[src/rtl/sqm_defs.svh]
`ifndef SQM_DEFS_SVH
`define SQM_DEFS_SVH

// Accuracy figure grades
`define SQM_FIG_W 4
`define SQM_FIG_BEST 4'h3
`define SQM_FIG_PRC_MAX 4'h4
`define SQM_FIG_UNSYNC 4'h9
`define SQM_FIG_STEPS 6

// Time error bounds in nanoseconds, one per grade step
`define SQM_ERR_W 32
`define SQM_ERR_100NS 32'h0000_0064
`define SQM_ERR_1US 32'h0000_03E8
`define SQM_ERR_10US 32'h0000_2710
`define SQM_ERR_100US 32'h0001_86A0
`define SQM_ERR_1MS 32'h000F_4240
`define SQM_ERR_10MS 32'h0098_9680

// Quality level codes carried in the status message
`define SQM_QL_W 4
`define SQM_QL_PRC 4'h2
`define SQM_QL_DNU 4'hF

// Time server advertisement
`define SQM_STRATUM_W 5
`define SQM_STRATUM_SYNC 5'h01
`define SQM_STRATUM_UNSYNC 5'h10
`define SQM_LEAP_OK 2'h0
`define SQM_LEAP_FAULT 2'h3

// Second counters, counted on the one-second pulse
`define SQM_CNT_W 16
`define SQM_NOSIG_TIMEOUT_S 3600
`define SQM_HOLD_STEP_S 600

`endif

[src/rtl/sqm_pkg.sv]
`include "sqm_defs.svh"

package sqm_pkg;

	// Reference tracking mode
	typedef enum logic [1:0] {
		SQM_NEVER,
		SQM_LOCKED,
		SQM_HOLDOVER,
		SQM_UNSYNC
	} sqm_mode_t;

	// Whole state of the monitor
	typedef struct packed {
		sqm_mode_t mode;
		logic pps_d;
		logic cfg_done;
		logic [`SQM_FIG_W-1:0] fig;
		logic [`SQM_CNT_W-1:0] hold_sec;
		logic [`SQM_CNT_W-1:0] nosig_sec;
		logic nosig_fault;
		logic antenna_alarm;
		logic alarm_led;
		logic phy_en;
		logic esmc_send;
		logic [`SQM_QL_W-1:0] esmc_ql;
		logic [`SQM_QL_W-1:0] status_ql;
		logic ql_prc;
		logic [`SQM_STRATUM_W-1:0] stratum;
		logic [1:0] leap;
	} sqm_state_t;

	localparam sqm_state_t SQM_STATE_RST = '{
		mode: SQM_NEVER,
		pps_d: 1'b0,
		cfg_done: 1'b0,
		fig: `SQM_FIG_UNSYNC,
		hold_sec: '0,
		nosig_sec: '0,
		nosig_fault: 1'b0,
		antenna_alarm: 1'b0,
		alarm_led: 1'b0,
		phy_en: 1'b0,
		esmc_send: 1'b0,
		esmc_ql: `SQM_QL_DNU,
		status_ql: `SQM_QL_DNU,
		ql_prc: 1'b0,
		stratum: `SQM_STRATUM_UNSYNC,
		leap: `SQM_LEAP_FAULT
	};

endpackage

[src/rtl/sqm_monitor.sv]
`timescale 1ns/1ps
`include "sqm_defs.svh"

module sqm_monitor import sqm_pkg::*; #(
	parameter int unsigned HOLD_STEP_S = `SQM_HOLD_STEP_S,
	parameter int unsigned NOSIG_TIMEOUT_S = `SQM_NOSIG_TIMEOUT_S
) (
	// Clock and reset
	input wire logic clk_sys_i,
	input wire logic reset_i,
	// Timing reference
	input wire logic pps_i,
	input wire logic ref_locked_i,
	input wire logic meas_valid_i,
	input wire logic [`SQM_ERR_W-1:0] time_err_ns_i,
	input wire logic antenna_present_i,
	// Network setup
	input wire logic net_cfg_done_i,
	// Grade and link quality
	output logic [`SQM_FIG_W-1:0] accuracy_figure_o,
	output logic phy_sync_en_o,
	output logic esmc_send_o,
	output logic [`SQM_QL_W-1:0] esmc_ql_o,
	output logic [`SQM_QL_W-1:0] status_ql_o,
	output logic ql_prc_o,
	// Alarms and faults
	output logic antenna_alarm_o,
	output logic alarm_led_o,
	output logic fault_no_signal_o,
	// Time server advertisement
	output logic [`SQM_STRATUM_W-1:0] ntp_stratum_o,
	output logic [1:0] ntp_leap_o
);

	sqm_state_t st_ff;
	sqm_state_t nxt_st;
	logic [`SQM_FIG_W-1:0] meas_fig;
	logic tick;
	logic ref_ok;
	logic hold_step;
	logic nosig_end;

	// Grade of the present measurement
	sqm_fom_enc u_fom_enc (
		.err_ns_i(time_err_ns_i),
		.fig_o(meas_fig)
	);

	// Disciplined second edge drives all per-second work
	assign tick = pps_i & ~st_ff.pps_d;
	// Antenna loss counts as reference loss, too
	assign ref_ok = ref_locked_i & meas_valid_i & antenna_present_i;
	assign hold_step = (st_ff.hold_sec == `SQM_CNT_W'(HOLD_STEP_S - 1));
	assign nosig_end = (st_ff.nosig_sec == `SQM_CNT_W'(NOSIG_TIMEOUT_S - 1));

	// Next state of the whole monitor
	always_comb begin
		nxt_st = st_ff;
		nxt_st.pps_d = pps_i;
		nxt_st.esmc_send = 1'b0;

		// Setup completion is sticky; link waits for it
		if (net_cfg_done_i) begin
			nxt_st.cfg_done = 1'b1;
		end

		// Grade tracking, updated once per second
		if (tick) begin
			case (st_ff.mode)
				SQM_NEVER: begin
					if (ref_ok && meas_fig != `SQM_FIG_UNSYNC) begin
						nxt_st.mode = SQM_LOCKED;
						nxt_st.fig = meas_fig;
					end else begin
						nxt_st.fig = `SQM_FIG_UNSYNC;
					end
				end
				SQM_LOCKED: begin
					if (ref_ok) begin
						nxt_st.fig = meas_fig;
						if (meas_fig == `SQM_FIG_UNSYNC) begin
							nxt_st.mode = SQM_UNSYNC;
						end
					end else begin
						// Keep the last grade; drift model starts now
						nxt_st.mode = SQM_HOLDOVER;
						nxt_st.hold_sec = '0;
					end
				end
				SQM_HOLDOVER: begin
					if (ref_ok) begin
						nxt_st.mode = SQM_LOCKED;
						nxt_st.fig = meas_fig;
						if (meas_fig == `SQM_FIG_UNSYNC) begin
							nxt_st.mode = SQM_UNSYNC;
						end
					end else if (hold_step) begin
						// Worst-case drift: one grade per step, never a jump
						nxt_st.hold_sec = '0;
						nxt_st.fig = st_ff.fig + 4'h1;
						if (st_ff.fig + 4'h1 == `SQM_FIG_UNSYNC) begin
							nxt_st.mode = SQM_UNSYNC;
						end
					end else begin
						nxt_st.hold_sec = st_ff.hold_sec + 1'b1;
					end
				end
				SQM_UNSYNC: begin
					if (ref_ok && meas_fig != `SQM_FIG_UNSYNC) begin
						nxt_st.mode = SQM_LOCKED;
						nxt_st.fig = meas_fig;
					end
				end
				default: begin
					nxt_st.mode = SQM_NEVER;
					nxt_st.fig = `SQM_FIG_UNSYNC;
				end
			endcase
		end

		// No-signal timer runs only while graded unsynchronized
		if (nxt_st.fig != `SQM_FIG_UNSYNC) begin
			nxt_st.nosig_sec = '0;
			nxt_st.nosig_fault = 1'b0;
		end else if (tick && !st_ff.nosig_fault) begin
			if (nosig_end) begin
				nxt_st.nosig_fault = 1'b1;
			end else begin
				nxt_st.nosig_sec = st_ff.nosig_sec + 1'b1;
			end
		end

		// Antenna loss alarms at once, without waiting for the extrapolation
		nxt_st.antenna_alarm = ~antenna_present_i;
		nxt_st.alarm_led = ~antenna_present_i | nxt_st.nosig_fault;

		// Quality level follows the grade
		if (nxt_st.fig <= `SQM_FIG_PRC_MAX) begin
			nxt_st.ql_prc = 1'b1;
			nxt_st.status_ql = `SQM_QL_PRC;
		end else begin
			nxt_st.ql_prc = 1'b0;
			nxt_st.status_ql = `SQM_QL_DNU;
		end

		// Frequency on the physical layer, enabled after setup
		nxt_st.phy_en = nxt_st.cfg_done;

		// Message frame on the data link, one per second edge
		if (tick && st_ff.cfg_done) begin
			nxt_st.esmc_send = 1'b1;
			nxt_st.esmc_ql = nxt_st.status_ql;
		end

		// Time server: stop clients once unsynchronized
		if (nxt_st.fig == `SQM_FIG_UNSYNC) begin
			nxt_st.stratum = `SQM_STRATUM_UNSYNC;
			nxt_st.leap = `SQM_LEAP_FAULT;
		end else begin
			nxt_st.stratum = `SQM_STRATUM_SYNC;
			nxt_st.leap = `SQM_LEAP_OK;
		end
	end

	// Single state register
	always_ff @(posedge clk_sys_i or posedge reset_i) begin
		if (reset_i) begin
			st_ff <= SQM_STATE_RST;
		end else begin
			st_ff <= nxt_st;
		end
	end

	// Outputs straight from the state register
	assign accuracy_figure_o = st_ff.fig;
	assign phy_sync_en_o = st_ff.phy_en;
	assign esmc_send_o = st_ff.esmc_send;
	assign esmc_ql_o = st_ff.esmc_ql;
	assign status_ql_o = st_ff.status_ql;
	assign ql_prc_o = st_ff.ql_prc;
	assign antenna_alarm_o = st_ff.antenna_alarm;
	assign alarm_led_o = st_ff.alarm_led;
	assign fault_no_signal_o = st_ff.nosig_fault;
	assign ntp_stratum_o = st_ff.stratum;
	assign ntp_leap_o = st_ff.leap;
endmodule

[src/rtl/sqm_fom_enc.sv]
`timescale 1ns/1ps
`include "sqm_defs.svh"

// Grades a measured time error into the accuracy figure
module sqm_fom_enc import sqm_pkg::*; (
	// Measured time error, nanoseconds
	input wire logic [`SQM_ERR_W-1:0] err_ns_i,
	// Grade 3 to 9
	output logic [`SQM_FIG_W-1:0] fig_o
);

	localparam logic [`SQM_ERR_W-1:0] BOUND [`SQM_FIG_STEPS] = '{
		`SQM_ERR_100NS, `SQM_ERR_1US, `SQM_ERR_10US,
		`SQM_ERR_100US, `SQM_ERR_1MS, `SQM_ERR_10MS
	};

	logic [`SQM_FIG_STEPS-1:0] over;

	// One comparator per bound; bounds rise, so grade 3 plus the count is the grade
	genvar gi;
	generate
		for (gi = 0; gi < `SQM_FIG_STEPS; gi++) begin : g_bound
			assign over[gi] = (err_ns_i >= BOUND[gi]);
		end
	endgenerate

	// Exactly 10 ms lands on 9, matching the "not below 10 ms" grade
	always_comb begin
		fig_o = `SQM_FIG_BEST;
		for (int i = 0; i < `SQM_FIG_STEPS; i++) begin
			fig_o = fig_o + {3'h0, over[i]};
		end
	end

endmodule

[config.mk]
export PLATFORM = sky130hd
export DESIGN_NAME = sqm_monitor
export DESIGN_NICKNAME = d
export VERILOG_FILES = /design/src/rtl/sqm_pkg.sv /design/src/rtl/sqm_monitor.sv /design/src/rtl/sqm_fom_enc.sv
export VERILOG_INCLUDE_DIRS = /design/src /design/src/rtl
export SDC_FILE = /design/constraint.sdc
export NUM_CORES = 1
export LEC_CHECK = 0
export ABC_AREA = 1
export BUFFER_PORTS_ARGS = -buffer_cell sky130_fd_sc_hd__buf_2
export CELL_PAD_IN_SITES_DETAIL_PLACEMENT = 0
export CELL_PAD_IN_SITES_GLOBAL_PLACEMENT = 1
export CORE_MARGIN = 1.5
export CORE_UTILIZATION = 44
export CTS_CLUSTER_SIZE = 10
export DETAILED_ROUTE_END_ITERATION = 10
export PLACE_DENSITY_LB_ADDON = 0.1
export REMOVE_ABC_BUFFERS = 1
export SLEW_MARGIN = 20
export SYNTH_ARGS = -nofsm -noshare
export SYNTH_HDL_FRONTEND = slang
export SYNTH_HIERARCHICAL = 1
export SYNTH_SLANG_ARGS = --single-unit
[constraint.sdc]
create_clock -name clk_sys_i -period 4.1 [get_ports clk_sys_i]
set_input_delay 0.41 -clock clk_sys_i [delete_from_list [all_inputs] [get_ports clk_sys_i]]
set_output_delay 0.41 -clock clk_sys_i [all_outputs]
set_load 0.02 [all_outputs]
==> results.md, run 1 <==
- Count of unique library cells instantiated by Yosys: 44
- Clock edge transition at the registers on the reported setup and hold paths: 0.10 ns
- Synth area leaders: dfrtp_1 (29%), nand2_1 (12%), inv_1 (7.2%)
- Hold Fails Final Rpt: 0
- Data required time at the worst endpoint: ~4.3 ns
- Number of maximum-capacitance constraint violations: 0
- Final worst-path setup slack: 0.1887 ns
- Peak Freq: 255.7 MHz
- Critical path's slowest cell: fa_2
- Worst EP arrival: 4.10 ns
- Total area of sequential cells: around 1200 um2
- Synth warn: 6
- Area after detailed placement: 4330 um2
- Worst-margin pin slew: 0.8410 ns
- Effective utilization at floorplan: 0.4610
- HPWL reported at the end of detailed placement: 6700 um
- Commonest cells in the netlist: nand2_1 (125), inv_1 (74), nor2_1 (65)
- Worst clock skew: 0.01391 ns
- Fraction of synthesized cell area taken by the top area cell type: 0.2864
- Overall track demand over capacity in global routing: 0.1939
- Yosys top cell by area: dfrtp_1
- Static Leakage: around 2.2 nW
- Number of sinks handled by clock tree synthesis: 49
- Result of the run: complete, no violations
- Setup CP Type: input port to register
- Number of clock buffers inserted by TritonCTS: 5
- CP bufs+invs: 5
- Multi-input combinational cell area: 2208 um2
- FILL cells: 833
- Global-route wire length before repair: 14420 um
- Delay of the slowest cell on the worst path: 0.53 ns
- Synthesis-stage register bit count: 49
- Max IR drop VDD: 0.2651 mV
- Width of the chip: 96.48 um
- Average vias per placed instance: 4.861
- P per Cell Area: 391.4 nW/um2
- Class of the tightest hold or removal check: input port to async pin
- Layout cells sized above 1: 0.2965
- Total number of nets in the final design: ~680
- Final Max Slew Viols: 0
- Number of detailed-route iterations in the first pass: 4
- Unrepaired setup endpoints after global routing: yes
- Worst max-slew margin expressed relative to the limit: 0.4387
- Post-Synthesis Cell Area: 3845 um2
- Number of antenna violations at the first check in global routing: 0
- Cell with the most instances after synthesis: nand2_1
- Mapped Cells: 547
- Final weighted congestion in routability-driven placement: 0.8083
- Share of the clock period used by the worst path: 0.9540
- Core Box Area: 8341 um2
- Number of enable flip-flop cells after synthesis: 0
- Buffers on Ports: 56
- Total detailed-routing wirelength: 8713 um
- Nature of the critical path endpoint: register
- CTS tree: built
- Clock buffer depth: 2
- Number of endpoints failing setup at the final stage: 0
- Top delay family on crit path: adder cells
- Critical Path Fanout Max: 8
- H-tree level count: 2
- Average cell area after synthesis: 7.029 um2
- Number of global-route vias before repair: ~3200
- Min Clock Period, post-route: 3.911 ns
- GR Overflow Total: 0
- Area of all placed cells without fillers: 4619 um2
- Total via count after detailed routing: between 3000 and 4000
- Maximum number of pins on one net before global-route repair: 50
- Top FF cell, synth: dfrtp_1
- Ys async rst share: 1.000
- Mean routed wirelength per cell: 11.95 um
- Initial DRC Count: 114
- Sequential area share after synthesis: 0.3205
- Floorplan die area: ~9300 um2
- Relative area change from synthesis to final layout: 20.14%
- Count of pins on the block boundary: 64
- Clock latency on the worst-skew pair: 0.31 ns
- Clk Tree Root Cell: clkbuf_8
- Final routed DRC violation total: 0
- Count of standard-cell rows: 33
- Nature of the critical path startpoint: input port
- Post-route ant nets: 0
- Dpl ws: -0.2710 ns
- ANT cells: 0
- Die height: 96.48 um
- # hold bufs at CTS: 0
[cells in the final DEF, fill, tap and decap left out, drive strengths merged]
cell type  synthesis  final
nand2            133    133
inv               89     91
nor2              90     90
buf               22     87
dfrtp             44     44
nand3             41     41
a21oi             19     19
o21ai             18     18
nor3              15     15
ha                13     13
xor2              10     10
nand4              9      9
clkbuf             0      6
conb               2      5
dfstp              5      5
xnor2              4      4
or2                4      4
nor4               3      3
o211ai             3      3
a31oi              3      3
clkinv             3      3
o21bai             3      3
fa                 3      3
a211oi             2      2
a221oi             2      2
nand3b             1      1
and3               1      1
a32o               1      1
o2111ai            1      1
o22ai              1      1
o31ai              1      1
o21a               1      1
clkinvlp           0      1
[per-stage QoR]
| stage | instances | total power, W | TNS (ns) | utilization | hold WS, ns |
|---|---|---|---|---|---|
| floorplan | 528 | 0.001135 | 0 | - | 0.4414 |
| global placement | 717 | 0.001426 | -3.241 | 0.5192 | 0.4919 |
| detailed placement | 717 | 0.001437 | -4.992 | 0.5192 | 0.5009 |
| CTS | 725 | 0.001742 | 0 | 0.5305 | 0.2282 |
| global route | 729 | 0.001954 | -0.3621 | 0.5539 | 0.2223 |
| finish | 729 | 0.001808 | 0 | 0.5539 | 0.2264 |
[what timing repair did]
item | CTS | global route
setup buffers | 0 | 3
endpoints found under the setup margin | 0 | 23
gates resized for setup | 0 | 42
[layer usage]
layer,vias to the layer above,track usage,part of all wire
met1,1620,0.2619,0.48
met2,65,0.3322,0.48
met4,0,0.03019,0.0045
met5,-,0,0
met3,4,0.03052,0.031
li1,1855,-,-
[sequential cells by signal, indices dropped and copies added, names as in the netlist]
signal / flops
ql_prc_o: 1
accuracy_figure_o: 4
phy_sync_en_o: 1
ntp_stratum_o: 1
fault_no_signal_o: 1
alarm_led_o: 1
status_ql_o: 1
esmc_ql_o: 1
st_ff: 35
esmc_send_o: 1
ntp_leap_o: 1
antenna_alarm_o: 1
[where the power goes]
| part | switching, W | internal [W] | total (W) |
|---|---|---|---|
| logic | 0.000534 | 0.000348 | 0.000883 |
| clock network | 0.000177 | 0.000125 | 0.000302 |
| registers | 0.0000605 | 0.000563 | 0.000624 |
| total | 0.000772 | 0.00104 | 0.00181 |
[final timing paths]
| path | startpoint | end | slack [ns] | cells past startpoint |
|---|---|---|---|---|
| worst max-delay path | time_err_ns_i[31] | st_ff[27]$_DFFE_PP0P_ | 0.19 | 26 |
| worst max register to register | st_ff[38]$_DFFE_PP0P_ | st_ff[27]$_DFFE_PP0P_ | 1.95 | 16 |
| max in group asynchronous | reset_i | st_ff[24]$_DFFE_PP0P_ | 3.36 | 2 |
| worst min-delay path | reset_i | ntp_stratum_o[0]$_DFF_PP0_ | 0.23 | 2 |
| worst min register to register | esmc_ql_o[2]$_DFFE_PP1P_ | esmc_ql_o[2]$_DFFE_PP1P_ | 0.52 | 2 |
| min in group clk_sys_i | pps_i | st_ff[58]$_DFF_PP0_ | 0.23 | 1 |
[area by class of cell]
cell class,count,area share
flip-flops and latches,49,0.2668
multi-input cells,387,0.4781
clock buffers,5,0.01490
well taps,105,0.02844
clock inverters,3,0.005417
inverters,92,0.07503
repair buffers,88,0.1314
[cells by family after synthesis]
family / share of synthesized area
simple gates: 0.3664
buf+inv: 0.1347
compound gates: 0.08656
flops: 0.3205
fa+ha+maj: 0.05793
xor+xnor: 0.03189
other cells: 0.001953
[worst reg2reg max path: cells and delay by family (launching register included)]
kind | cells | cell delay (ns)
buffers and inverters | 2 | 0.27
flip-flops | 1 | 0.37
adder cells (fa/ha/maj) | 1 | 0.17
AND/OR/NAND/NOR | 13 | 1.29
(Power assumes the default switching activity.)
==> run 2: changes to the inputs <==
--- a/config.mk
+++ b/config.mk
@@ -10,8 +10,7 @@
 export BUFFER_PORTS_ARGS = -buffer_cell sky130_fd_sc_hd__buf_2
 export CELL_PAD_IN_SITES_DETAIL_PLACEMENT = 0
 export CELL_PAD_IN_SITES_GLOBAL_PLACEMENT = 1
-export CORE_MARGIN = 1.5
-export CORE_UTILIZATION = 44
+export CORE_UTILIZATION = 28
 export CTS_CLUSTER_SIZE = 10
 export DETAILED_ROUTE_END_ITERATION = 10
 export PLACE_DENSITY_LB_ADDON = 0.1
==> results.md, run 2 (synthesis gave the netlist of run 1 again) <==
- Result of the run: complete, no violations
- Share of the clock period used by the worst path: 0.9726
- Final worst-path setup slack: 0.1123 ns
- Pwr Total: 0.002049 W
- Area of all placed cells without fillers: 4964 um2
- Die height: 119.2 um
- Number of endpoints failing setup at the final stage: 0
- CTS tree: built
- Launch point of the worst reg-to-reg path: st_ff[58]$_DFF_PP0_
- Nature of the critical path endpoint: register
- Number of global-route vias before repair: 3374
- Final core utilization: 0.3733
- Most used cells in the layout excluding fill and tap cells: nand2_1 (114), inv_1 (70), nor2_1 (49)
- Final Max Slew Viols: 0
- # hold bufs at CTS: 0
- Max IR drop VDD: 0.1805 mV
- Number of maximum-capacitance constraint violations: 0
- Crit. Startpoint: time_err_ns_i[16]
- Hold Fails Final Rpt: 0
- Number of clock buffers inserted by TritonCTS: 5
- Cell count of the worst reg-to-reg path: 9
- Total detailed-routing wirelength: 9559 um
- Setup CP Type: input port to register
- FILL cells: 1418
- Number of antenna violations at the first check in global routing: 0
- Most common library cell in the layout ignoring fill and taps: nand2_1
- Data required time at the worst endpoint: 4.27 ns
- Peak Freq: 250.8 MHz
- Register ranked first by flip-flop count: st_ff
- Critical Path Fanout Max: 8
- Total number of nets in the final design: about 690
- HPWL reported at the end of detailed placement: 7411 um
- Min Clock Period, post-route: 3.988 ns
- Maximum number of pins on one net before global-route repair: 50
- Count of standard-cell rows: 42
- Critical path's slowest cell: fa_2
- Final weighted congestion in routability-driven placement: roughly 0.77
- Number of sinks handled by clock tree synthesis: 49
- RR Endpoint: st_ff[32]$_DFFE_PP0P_
- FF-to-FF setup slack: between 1.5 and 2 ns
- Core Box Area: 13300 um2
- Area after detailed placement: 4482 um2
- GR Overflow Total: 0
- Relative area change from synthesis to final layout: 29.09%
- P per Cell Area: between 400 and 500 nW/um2
- CP bufs+invs: 6
- Average vias per placed instance: between 4 and 5
- Dpl ws: -0.2832 ns
- Nature of the critical path startpoint: input port
- Total via count after detailed routing: 3567
- Mean routed wirelength per cell: between 10 and 15 um
- Buffers on Ports: 56
- Clock buffer depth: 2
- Class of the tightest hold or removal check: input port to async pin
- Count of pins on the block boundary: 64
- Multi-input combinational cell area: 2256 um2
- Largest register FFs: 35
- Total area of sequential cells: 1232 um2
- Initial DRC Count: 186
- Top delay family on crit path: adder cells
- Number of detailed-route iterations in the first pass: 7
- Final routed DRC violation total: 0
- Layout cells sized above 1: 0.3307
- Effective utilization at floorplan: 0.2892
- H-tree level count: 2
- Clock edge transition at the registers on the reported setup and hold paths: ~0.07 ns
- Clk Tree Root Cell: clkbuf_16
- Destination of the critical timing path: st_ff[25]$_DFFE_PP0P_
- Static Leakage: 2.336 nW
- Worst clock skew: 0.008583 ns
- Delay of the slowest cell on the worst path: 0.56 ns
- Worst-margin pin slew: 0.6142 ns
- Worst EP arrival: ~4.2 ns
- Worst max-slew margin expressed relative to the limit: 0.5905
- Overall track demand over capacity in global routing: 0.1398
- Number of stages on the worst setup path: 26
- Floorplan die area: 14210 um2
- Unrepaired setup endpoints after global routing: yes
- Clock latency on the worst-skew pair: 0.29 ns
- ANT cells: 0
- Width of the chip: roughly 120 um
- Global-route wire length before repair: 15990 um
- Post-route ant nets: 0
==> run 2: power by group <==
| part | leakage (nW) | switching [W] | internal [W] |
|---|---|---|---|
| Sequential | 0.641 | 0.0000585 | 0.000564 |
| Clock | 0.0810 | 0.000185 | 0.000289 |
| Combinational | 1.61 | 0.000562 | 0.000390 |
| Total | 2.34 | 0.000806 | 0.00124 |
==> run 2: worst min-delay path by stage <==
| stage | start | endpoint | slack, ns | cells after the start |
|---|---|---|---|---|
| 6_report | reset_i | antenna_alarm_o$_DFF_PP0_ | 0.21 | 2 |
| 5_1_grt | pps_i | st_ff[58]$_DFF_PP0_ | 0.23 | 1 |
| 4_1_cts | reset_i | st_ff[39]$_DFFE_PP0P_ | 0.23 | 2 |
| 3_5_place_dp | esmc_ql_o[2]$_DFFE_PP1P_ | esmc_ql_o[2]$_DFFE_PP1P_ | 0.50 | 2 |
| 3_3_place_gp | esmc_ql_o[2]$_DFFE_PP1P_ | esmc_ql_o[2]$_DFFE_PP1P_ | 0.50 | 2 |
| 2_1_floorplan | pps_i | st_ff[58]$_DFF_PP0_ | 0.44 | 0 |
==> run 2: area by class of cell <==
| type | instances | share of cell area |
|---|---|---|
| clock buffers | 6 | 0.02596 |
| clock inverters | 2 | 0.007814 |
| well taps | 176 | 0.04437 |
| inverters | 92 | 0.07058 |
| multi-input cells | 387 | 0.4545 |
| repair buffers | 102 | 0.1485 |
| flip-flops and latches | 49 | 0.2483 |
==> run 2: per-layer routing <==
layer	share of wire	up-vias	global-route usage
met3	0.040	10	0.02299
li1	-	1881	-
met5	0	-	0
met2	0.46	73	0.2282
met1	0.49	1603	0.1940
met4	0.0099	0	0.02690
==> run 2: per-stage QoR <==
step	hold slack [ns]	instances	setup TNS, ns
after floorplan	0.4414	528	0
after global placement	0.4998	796	-4.275
final	0.2071	814	0
after detailed placement	0.5041	796	-5.390
after CTS	0.2335	804	0
after global routing	0.2338	814	-1.798
==> run 2: timing repair <==
item                       in CTS  in global routing
setup endpoints to repair       0                 25
gates resized for setup         0                 64
setup buffers                   0                  9
